$ cat config.mk
export PLATFORM = sky130hd
export DESIGN_NAME = vic_top
export DESIGN_NICKNAME = d
export VERILOG_FILES = /design/src/logic/vic_pkg.sv /design/src/logic/vic_top.sv
export SDC_FILE = /design/constraint.sdc
export NUM_CORES = 2
export LEC_CHECK = 0
export BUFFER_PORTS_ARGS = -buffer_cell sky130_fd_sc_hd__buf_2
export CAP_MARGIN = 20
export CORE_MARGIN = 10
export CORE_UTILIZATION = 35
export CTS_BUF_LIST = sky130_fd_sc_hd__clkbuf_8
export DETAILED_ROUTE_END_ITERATION = 10
export GPL_TIMING_DRIVEN = 1
export PLACE_DENSITY_LB_ADDON = 0.08
export SLEW_MARGIN = 20
export SYNTH_ARGS = -nofsm -noshare
export SYNTH_HDL_FRONTEND = slang
export SYNTH_SLANG_ARGS = --single-unit
$ cat constraint.sdc
create_clock -name aclk -period 114.3 [get_ports aclk]
set_clock_uncertainty 0.05 [all_clocks]
set_input_delay 5.715 -clock aclk [delete_from_list [all_inputs] [get_ports aclk]]
set_output_delay 5.715 -clock aclk [all_outputs]
set_load 0.05 [all_outputs]
$ cat src/logic/vic_pkg.sv
// Constants, types and register map of the vectored interrupt controller.
// Assumes one system clock, a core on the same clock and AXI4-Lite software access.
package vic_pkg;
  localparam int NUM_SRC = 118;
  localparam int NUM_TRAP = 8;
  localparam int PRIO_W = 3;
  localparam int VEC_W = 7;
  localparam int LVL_W = 4;
  localparam int PADDR_W = 24;
  localparam int ADDR_W = 8;
  localparam int CNT_W = 4;
  localparam int FLAG_WORDS = 4;
  localparam int PRIO_WORDS = 15;
  localparam int PRIO_PER_WORD = 8;
  localparam logic [PADDR_W-1:0] IVT_BASE = 24'h000004;
  localparam logic [PADDR_W-1:0] ALT_OFFSET = 24'h000100;
  localparam logic [PADDR_W-1:0] RESET_PC = 24'h000000;
  localparam logic [VEC_W-1:0] IRQ_VEC_OFS = 7'h08;
  localparam logic [LVL_W-1:0] TRAP_LVL = 4'h8;
  localparam logic [NUM_TRAP-1:0] TRAP_IMPL = 8'h3E;
  localparam logic [NUM_SRC-1:0] SRC_IMPL = {46'h0, 8'hF7, 64'hBFFF_DFFF_FFFB_7FFF};
  localparam logic [ADDR_W-1:0] OFS_CTRL2 = 8'h00;
  localparam logic [ADDR_W-1:0] OFS_WINNER = 8'h04;
  localparam logic [ADDR_W-1:0] OFS_TRAP = 8'h08;
  localparam logic [ADDR_W-1:0] OFS_FLAG0 = 8'h10;
  localparam logic [ADDR_W-1:0] OFS_EN0 = 8'h20;
  localparam logic [ADDR_W-1:0] OFS_PRIO0 = 8'h40;
  localparam int ALT_BIT = 15;
  localparam logic [CNT_W-1:0] PM_LAT = 4'h2;
  localparam logic [CNT_W-1:0] ENTRY_CYCLES = 4'h5;
  localparam logic [CNT_W-1:0] RET_CYCLES = 4'h3;
  localparam logic [1:0] RESP_OKAY = 2'h0;
  localparam logic [1:0] RESP_SLVERR = 2'h2;

  typedef struct packed {
    logic req;
    logic [VEC_W-1:0] vec;
    logic [LVL_W-1:0] lvl;
  } vic_irq_t;

  typedef struct packed {
    logic valid;
    logic [PADDR_W-1:0] addr;
  } vic_isr_t;

  typedef enum {ST_IDLE, ST_FETCH, ST_RET} vic_state_t;
endpackage

$ cat src/logic/vic_top.sv
// Vectored interrupt controller with AXI4-Lite register access.
// Assumes source requests arrive from pins or other logic and are synchronised here;
// the core, its level, trap lines and program memory share aclk.
`timescale 1ns/1ps
`default_nettype none
module vic_top (
  input wire logic aclk,
  input wire logic aresetn,
  input wire logic [vic_pkg::ADDR_W-1:0] s_axi_awaddr,
  input wire logic s_axi_awvalid,
  output logic s_axi_awready,
  input wire logic [31:0] s_axi_wdata,
  input wire logic [3:0] s_axi_wstrb,
  input wire logic s_axi_wvalid,
  output logic s_axi_wready,
  output logic [1:0] s_axi_bresp,
  output logic s_axi_bvalid,
  input wire logic s_axi_bready,
  input wire logic [vic_pkg::ADDR_W-1:0] s_axi_araddr,
  input wire logic s_axi_arvalid,
  output logic s_axi_arready,
  output logic [31:0] s_axi_rdata,
  output logic [1:0] s_axi_rresp,
  output logic s_axi_rvalid,
  input wire logic s_axi_rready,
  input wire logic [vic_pkg::NUM_SRC-1:0] src_req,
  input wire logic [vic_pkg::NUM_TRAP-1:0] trap_req,
  input wire logic [vic_pkg::LVL_W-1:0] core_ipl,
  input wire logic core_take,
  input wire logic core_ret,
  output vic_pkg::vic_irq_t irq_out,
  output logic pm_rd_req,
  output logic [vic_pkg::PADDR_W-1:0] pm_rd_addr,
  input wire logic [vic_pkg::PADDR_W-1:0] pm_rd_data,
  output vic_pkg::vic_isr_t isr_out,
  output logic ret_done
);
  import vic_pkg::*;

  function automatic logic reg_known(input logic [5:0] idx);
    logic [5:0] f;
    logic [5:0] e;
    logic [5:0] p;
    f = OFS_FLAG0[7:2];
    e = OFS_EN0[7:2];
    p = OFS_PRIO0[7:2];
    reg_known = (idx == OFS_CTRL2[7:2]) || (idx == OFS_WINNER[7:2]) ||
      (idx == OFS_TRAP[7:2]) || (idx >= f && idx < f + 6'(FLAG_WORDS)) ||
      (idx >= e && idx < e + 6'(FLAG_WORDS)) ||
      (idx >= p && idx < p + 6'(PRIO_WORDS));
  endfunction

  // Register bus state
  logic aw_full_r;
  logic w_full_r;
  logic [5:0] aw_idx_r;
  logic [31:0] wdata_r;
  logic [3:0] wstrb_r;
  logic bvalid_r;
  logic [1:0] bresp_r;
  logic rvalid_r;
  logic [31:0] rdata_r;
  logic [1:0] rresp_r;

  // Controller state
  logic alt_r;
  logic [NUM_SRC-1:0] flag_r;
  logic [NUM_SRC-1:0] en_r;
  logic [NUM_SRC-1:0][PRIO_W-1:0] prio_r;
  logic [NUM_TRAP-1:0] trap_r;
  logic [NUM_SRC-1:0] sync1_r;
  logic [NUM_SRC-1:0] sync2_r;
  vic_irq_t irq_r;
  vic_state_t st_r;
  logic [CNT_W-1:0] cnt_r;
  logic [VEC_W-1:0] vec_l_r;
  logic [LVL_W-1:0] lvl_l_r;
  logic alt_l_r;
  logic pm_req_r;
  logic [PADDR_W-1:0] pm_addr_r;
  logic [PADDR_W-1:0] pm_data_r;
  vic_isr_t isr_r;
  logic ret_done_r;

  // Write decode
  wire do_wr = aw_full_r && w_full_r && !bvalid_r;
  wire [31:0] wmask = {{8{wstrb_r[3]}}, {8{wstrb_r[2]}}, {8{wstrb_r[1]}}, {8{wstrb_r[0]}}};
  wire [31:0] wbits = wdata_r & wmask;
  wire wr_ctrl2 = do_wr && aw_idx_r == OFS_CTRL2[7:2];
  wire wr_trap = do_wr && aw_idx_r == OFS_TRAP[7:2];
  wire wr_hit = reg_known(aw_idx_r);
  wire ar_take = s_axi_arvalid && !rvalid_r;
  wire [5:0] ar_idx = s_axi_araddr[7:2];

  assign s_axi_awready = !aw_full_r;
  assign s_axi_wready = !w_full_r;
  assign s_axi_bvalid = bvalid_r;
  assign s_axi_bresp = bresp_r;
  assign s_axi_arready = !rvalid_r;
  assign s_axi_rvalid = rvalid_r;
  assign s_axi_rdata = rdata_r;
  assign s_axi_rresp = rresp_r;

  assign irq_out = irq_r;
  assign pm_rd_req = pm_req_r;
  assign pm_rd_addr = pm_addr_r;
  assign isr_out = isr_r;
  assign ret_done = ret_done_r;

  // Pending sources: flag, enable and an implemented slot
  wire [NUM_SRC-1:0] pend = flag_r & en_r & SRC_IMPL;
  wire [NUM_TRAP-1:0] trap_pend = trap_r & TRAP_IMPL;

  // Per-source flag, enable and priority storage
  logic [FLAG_WORDS*32-1:0] flag_flat;
  logic [FLAG_WORDS*32-1:0] en_flat;
  logic [PRIO_WORDS*32-1:0] prio_flat;
  assign flag_flat[FLAG_WORDS*32-1:NUM_SRC] = '0;
  assign en_flat[FLAG_WORDS*32-1:NUM_SRC] = '0;

  for (genvar i = 0; i < PRIO_WORDS * PRIO_PER_WORD; i++) begin : g_src
    if (i < NUM_SRC) begin : g_live
      localparam int FW = i / 32;
      localparam int FB = i % 32;
      localparam int PB = 4 * (i % PRIO_PER_WORD);
      wire hit_f = do_wr && aw_idx_r == OFS_FLAG0[7:2] + 6'(FW);
      wire hit_e = do_wr && aw_idx_r == OFS_EN0[7:2] + 6'(FW);
      wire hit_p = do_wr && aw_idx_r == OFS_PRIO0[7:2] + 6'(i / PRIO_PER_WORD);
      wire set_f = sync2_r[i] && SRC_IMPL[i];
      wire clr_f = hit_f && wbits[FB];
      assign flag_flat[i] = flag_r[i];
      assign en_flat[i] = en_r[i];
      assign prio_flat[4 * i +: 4] = {1'b0, prio_r[i]};
      always_ff @(posedge aclk) begin
        if (!aresetn) begin
          flag_r[i] <= 1'b0;
          en_r[i] <= 1'b0;
          prio_r[i] <= '0;
        end else begin
          flag_r[i] <= set_f || (flag_r[i] && !clr_f);
          if (hit_e && wmask[FB]) begin
            en_r[i] <= wdata_r[FB];
          end
          if (hit_p && wmask[PB]) begin
            prio_r[i] <= wdata_r[PB +: PRIO_W];
          end
        end
      end
    end else begin : g_pad
      assign prio_flat[4 * i +: 4] = 4'h0;
    end
  end

  // Source synchroniser
  always_ff @(posedge aclk) begin
    if (!aresetn) begin
      sync1_r <= '0;
      sync2_r <= '0;
    end else begin
      sync1_r <= src_req;
      sync2_r <= sync1_r;
    end
  end

  // Highest level wins; strict compare in ascending order keeps the lowest number
  logic [PRIO_W-1:0] best_lvl;
  logic [VEC_W-1:0] best_idx;
  always_comb begin
    best_lvl = '0;
    best_idx = '0;
    for (int i = 0; i < NUM_SRC; i++) begin
      if (pend[i] && prio_r[i] > best_lvl) begin
        best_lvl = prio_r[i];
        best_idx = VEC_W'(i);
      end
    end
  end

  // Lowest pending trap wins
  logic trap_any;
  logic [VEC_W-1:0] trap_idx;
  always_comb begin
    trap_any = 1'b0;
    trap_idx = '0;
    for (int t = NUM_TRAP - 1; t >= 0; t--) begin
      if (trap_pend[t]) begin
        trap_any = 1'b1;
        trap_idx = VEC_W'(t);
      end
    end
  end

  // Traps occupy vectors 0..7, request n sits at vector n+8
  wire [VEC_W-1:0] win_vec = trap_any ? trap_idx : best_idx + IRQ_VEC_OFS;
  wire [LVL_W-1:0] win_lvl = trap_any ? TRAP_LVL : {1'b0, best_lvl};
  wire win_req = win_lvl > core_ipl;

  // Vector word address: base + 2 * vector, alternate table 0x100 higher
  wire [PADDR_W-1:0] vec_ofs = {16'h0, irq_r.vec, 1'b0};
  wire [PADDR_W-1:0] tbl_base = alt_r ? IVT_BASE + ALT_OFFSET : IVT_BASE;
  wire take_ok = st_r == ST_IDLE && core_take && irq_r.req;

  // Single merged request towards the core
  always_ff @(posedge aclk) begin
    if (!aresetn) begin
      irq_r <= '0;
    end else begin
      irq_r <= '{req: win_req, vec: win_vec, lvl: win_lvl};
    end
  end

  // Entry and return sequencer with fixed cycle counts
  always_ff @(posedge aclk) begin
    if (!aresetn) begin
      st_r <= ST_IDLE;
      cnt_r <= '0;
      vec_l_r <= '0;
      lvl_l_r <= '0;
      alt_l_r <= 1'b0;
      pm_req_r <= 1'b0;
      pm_addr_r <= RESET_PC;
      pm_data_r <= RESET_PC;
      isr_r <= '0;
      ret_done_r <= 1'b0;
    end else begin
      pm_req_r <= 1'b0;
      isr_r.valid <= 1'b0;
      ret_done_r <= 1'b0;
      cnt_r <= cnt_r + 4'h1;
      case (st_r)
        ST_IDLE: begin
          cnt_r <= '0;
          if (take_ok) begin
            vec_l_r <= irq_r.vec;
            lvl_l_r <= irq_r.lvl;
            alt_l_r <= alt_r;
            pm_addr_r <= tbl_base + vec_ofs;
            pm_req_r <= 1'b1;
            st_r <= ST_FETCH;
          end else if (core_ret) begin
            st_r <= ST_RET;
          end
        end
        ST_FETCH: begin
          if (cnt_r == PM_LAT) begin
            pm_data_r <= pm_rd_data;
          end
          if (cnt_r == ENTRY_CYCLES - 4'h1) begin
            isr_r <= '{valid: 1'b1, addr: pm_data_r};
            st_r <= ST_IDLE;
          end
        end
        ST_RET: begin
          if (cnt_r == RET_CYCLES - 4'h1) begin
            ret_done_r <= 1'b1;
            st_r <= ST_IDLE;
          end
        end
        default: begin
          st_r <= ST_IDLE;
        end
      endcase
    end
  end

  // Control and trap registers
  always_ff @(posedge aclk) begin
    if (!aresetn) begin
      alt_r <= 1'b0;
      trap_r <= '0;
    end else begin
      if (wr_ctrl2 && wmask[ALT_BIT]) begin
        alt_r <= wdata_r[ALT_BIT];
      end
      trap_r <= trap_req | (trap_r & ~(wr_trap ? wbits[NUM_TRAP-1:0] : '0));
    end
  end

  // Write channel: address and data taken in either order
  always_ff @(posedge aclk) begin
    if (!aresetn) begin
      aw_full_r <= 1'b0;
      w_full_r <= 1'b0;
      aw_idx_r <= '0;
      wdata_r <= '0;
      wstrb_r <= '0;
      bvalid_r <= 1'b0;
      bresp_r <= RESP_OKAY;
    end else begin
      if (s_axi_awvalid && !aw_full_r) begin
        aw_full_r <= 1'b1;
        aw_idx_r <= s_axi_awaddr[7:2];
      end
      if (s_axi_wvalid && !w_full_r) begin
        w_full_r <= 1'b1;
        wdata_r <= s_axi_wdata;
        wstrb_r <= s_axi_wstrb;
      end
      if (do_wr) begin
        aw_full_r <= 1'b0;
        w_full_r <= 1'b0;
        bvalid_r <= 1'b1;
        bresp_r <= wr_hit ? RESP_OKAY : RESP_SLVERR;
      end else if (bvalid_r && s_axi_bready) begin
        bvalid_r <= 1'b0;
      end
    end
  end

  // Read data selection
  logic [31:0] rd_mux;
  logic [5:0] rel_f;
  logic [5:0] rel_e;
  logic [5:0] rel_p;
  assign rel_f = ar_idx - OFS_FLAG0[7:2];
  assign rel_e = ar_idx - OFS_EN0[7:2];
  assign rel_p = ar_idx - OFS_PRIO0[7:2];
  always_comb begin
    rd_mux = 32'h0;
    if (ar_idx == OFS_CTRL2[7:2]) begin
      rd_mux[ALT_BIT] = alt_r;
    end else if (ar_idx == OFS_WINNER[7:2]) begin
      rd_mux = {13'h0, st_r != ST_IDLE, alt_l_r, irq_r.req, 4'h0, lvl_l_r, 1'b0, vec_l_r};
    end else if (ar_idx == OFS_TRAP[7:2]) begin
      rd_mux[NUM_TRAP-1:0] = trap_r;
    end else if (rel_f < 6'(FLAG_WORDS)) begin
      rd_mux = flag_flat[32 * rel_f[1:0] +: 32];
    end else if (rel_e < 6'(FLAG_WORDS)) begin
      rd_mux = en_flat[32 * rel_e[1:0] +: 32];
    end else if (rel_p < 6'(PRIO_WORDS)) begin
      rd_mux = prio_flat[32 * rel_p[3:0] +: 32];
    end
  end

  // Read channel
  always_ff @(posedge aclk) begin
    if (!aresetn) begin
      rvalid_r <= 1'b0;
      rdata_r <= '0;
      rresp_r <= RESP_OKAY;
    end else begin
      if (ar_take) begin
        rvalid_r <= 1'b1;
        rdata_r <= rd_mux;
        rresp_r <= reg_known(ar_idx) ? RESP_OKAY : RESP_SLVERR;
      end else if (rvalid_r && s_axi_rready) begin
        rvalid_r <= 1'b0;
      end
    end
  end
endmodule
`default_nettype wire

==> out/summary.txt <==
outcome: complete, no violations
FF-to-FF path depth: 450
TritonCTS clock tree: done
Post-synth EDFFs: 0
CTS sink cnt: 902
DP Wirelength: 148.1 mm
Final setup violation count: 0
dpl cells: 7388
min-delay src: flag_flat[86]$_SDFF_PN0_
RSZ-0062 raised after global routing: false
final std cells w/o fill: 7695
CP Data Arrival Time: 97450 ps
top-area cell type share of the netlist area: 0.3819
area of the mapped netlist: 0.04729 mm2
first-pass GRT wire length: 291.8 mm
drc violations: 0
setup tns final: 0 ps
CP most frequent cell: nor2_1
post-synthesis compound-gate area fraction: 0.2116
Nets: 6088
pin count of the biggest net entering global routing: 160
Final Hold Fails: 0
Max-Cap Viols: 0
post_cts resized: 0
Synth Instances: 5679
Slowest-stage cell, CP: o311ai_0
vias: 43770
Startpoint Class: flip-flop
fraction of layout cells with a size suffix above 1: 0.1427
Setup Fix Bufs, Post-CTS: 0
post-synthesis sequential area ratio: 0.3819
CTS H-tree lvls: 4
Tot GR Track Use: 0.2591
Clock Tree Root: clkbuf_8
worst hold endpoint: flag_flat[86]$_SDFF_PN0_
FF+latch count, synth: 902
Final period util: 0.8460
Yosys cell types: 120
post-synthesis xor/xnor area fraction: 0.001852
warnings from Yosys: 0
Clock Latency Late Sink: 920 ps
worst r2r src: flag_flat[0]$_SDFF_PN0_
RR Endpoint: irq_out[11]$_SDFF_PN0_
worst hold margin: 378.2 ps
Critical Path RT: 115050 ps
main combinational cell family by area after synthesis: simple AND/OR/NAND/NOR gates
TritonRoute pass-1 iters: 9
Initial DRC Count: 4333
Final Slew Violations: 0
Vias/cell: 5.688
IO Pins: 319
port bufs: 246
critical path peak fanout: 8
Cell Rows: 134
mean post-synth cell area: 8.327 um2
Worst IR Drop VDD: 0.00001068 V
worst hold path cell count: 2
pwr/cell area: 13.04 mW/mm2
Initial Util: 0.3534
minimum clock period: 96700 ps
largest area contributor in the netlist: dfxtp_1
die area: 0.1502 mm2
Max Clk Rate: 0.01034 GHz
Bufs on Longest Clock Path: 3
design area: 0.05350 mm2
grt total ovfl: 0
Synth Area in Simple Gates: 0.2480
P_leak: 0.01915 uW
area grow syn2layout: 13.15%
crit path kind: reg -> reg
RePlAce Congestion: 0.9366
CTS Hold Bufs: 0
Worst Setup End Kind: flip-flop
Routed WL: 202.9 mm
die span in y: 387.6 um
Routed Antenna Nets: 0
Cell Area, Placed: 0.05001 mm2
ys async rst share: 0
Critical Path Max Stage Delay: 830 ps
core area: 0.1338 mm2
top post-synthesis cells by area: dfxtp_1, a21boi_0, nand2_1
vias in the first global route: 41122
initial antenna violation count: 15
CTS Buf Count: 169
Primary FF master, synth: dfxtp_1
worst reg2reg setup slack: 17600 ps
Hold Path Class: reg -> reg
Slew @ Worst Pin: 1024 ps
Die Span X: 387.6 um
clk slew on worst S/H paths: 50 ps
post-synthesis adder-cell area fraction: 0.02360
mux cell area share after synthesis: 0.08904
wire per inst: 26.37 um
Slew Limit Headroom: 0.3173
-- logic make-up after synthesis --
logic type,count (synthesis)
simple gates,2495
compound gates,1399
flops,902
buf+inv,530
mux,251
fa+ha+maj,91
xor+xnor,10
other cells,1
-- worst max-delay path: cells and delay by family (launching register included) --
kind	cells	cell delay, ps
compound gates	179	41580
simple gates	170	26240
fa+ha+maj	76	21500
mux	16	5410
buf+inv	9	1080
flops	1	580
-- how the worst max path moves through the flow --
stage | start | endpoint | slack [ps] | cells past startpoint
final | flag_flat[0]$_SDFF_PN0_ | irq_out[11]$_SDFF_PN0_ | 17600 | 450
after global placement | flag_flat[0]$_SDFF_PN0_ | irq_out[11]$_SDFF_PN0_ | 19770 | 449
after detailed placement | flag_flat[0]$_SDFF_PN0_ | irq_out[11]$_SDFF_PN0_ | 19320 | 450
after CTS | flag_flat[0]$_SDFF_PN0_ | irq_out[11]$_SDFF_PN0_ | 18920 | 450
after floorplan | flag_flat[0]$_SDFF_PN0_ | irq_out[11]$_SDFF_PN0_ | 33700 | 450
after global routing | flag_flat[0]$_SDFF_PN0_ | irq_out[11]$_SDFF_PN0_ | 10180 | 450
-- cells in the final DEF (no fill, tap or decap), types with 83 or more instances in the layout --
cell type  synthesis  routed
mux4_2           134     134
o21ai_0          155     154
buf_4             19      83
nand3_1          613     613
a21oi_1          208     208
mux2i_1          103     103
clkbuf_8           0     207
a31oi_1           83      83
a21boi_0         543     543
inv_1            125     184
and2_1           207     207
buf_2              4     243
nand2_1         1005    1005
nor2_1           267     256
dfxtp_1          902     895
nor2b_1          149     147
-- flip-flops by register name (all words and copies together) (netlist names), 7 cells and up --
| register | cells |
|---|---|
| sync1_r | 67 |
| vec_l_r | 7 |
| irq_out | 12 |
| pm_rd_addr | 8 |
| s_axi_rdata | 32 |
| wdata_r | 32 |
| en_flat | 118 |
| prio_flat | 354 |
| flag_flat | 118 |
| trap_r | 8 |
| isr_out | 25 |
| pm_data_r | 24 |
| sync2_r | 67 |
-- Yosys cell counts, types with 22 or more instances --
library cell / n
mux2i_1: 103
nand4_1: 22
o21ai_0: 155
nor2_1: 267
a21boi_0: 543
buf_1: 26
nand2b_1: 23
mux4_2: 134
ha_1: 82
dfxtp_1: 902
o211a_1: 28
nand2_1: 1005
or3_1: 26
nor3_1: 53
clkbuf_1: 354
o21a_1: 29
and3_1: 56
inv_1: 125
o211ai_1: 34
a31oi_1: 83
and2_1: 207
a22oi_1: 41
a211oi_1: 25
a21oi_1: 208
nand3_1: 613
nor2b_1: 149
-- per-stage QoR --
step / utilization / power (uW) / setup slack, ps
CTS: 0.3998 / 706.4 / 18920
detailed placement: 0.3738 / 379.1 / 19320
finish: 0.3999 / 697.5 / 17600
global placement: 0.3738 / 378.9 / 19770
floorplan: - / 357.9 / 33700
global route: 0.3998 / 722.9 / 10180
-- per-layer routing --
| metal | track usage | part of all wire |
|---|---|---|
| met1 | 0.3564 | 0.46 |
| met2 | 0.4024 | 0.44 |
| met3 | 0.04498 | 0.064 |
| met4 | 0.09835 | 0.039 |
| met5 | 0 | 0.00033 |
-- area by class of cell --
cell class                      count  area [um2]
Tap cell                         1768        2212
Sequential cell                   902       18080
Timing Repair Buffer              330        1901
Multi-Input combinational cell   4263       27360
Inverter                          125       469.2
Fill cell                       13770       80290
Clock buffer                      207        2849
Clock inverter                     96       630.6
Antenna cell                        4       10.01
-- where the power goes --
part,total (uW),switching (uW),internal [uW]
logic,43.9,30.3,13.6
clock network,325,149,176
registers,328,8.60,320
No activity file was read; power rests on OpenSTA's default activity.
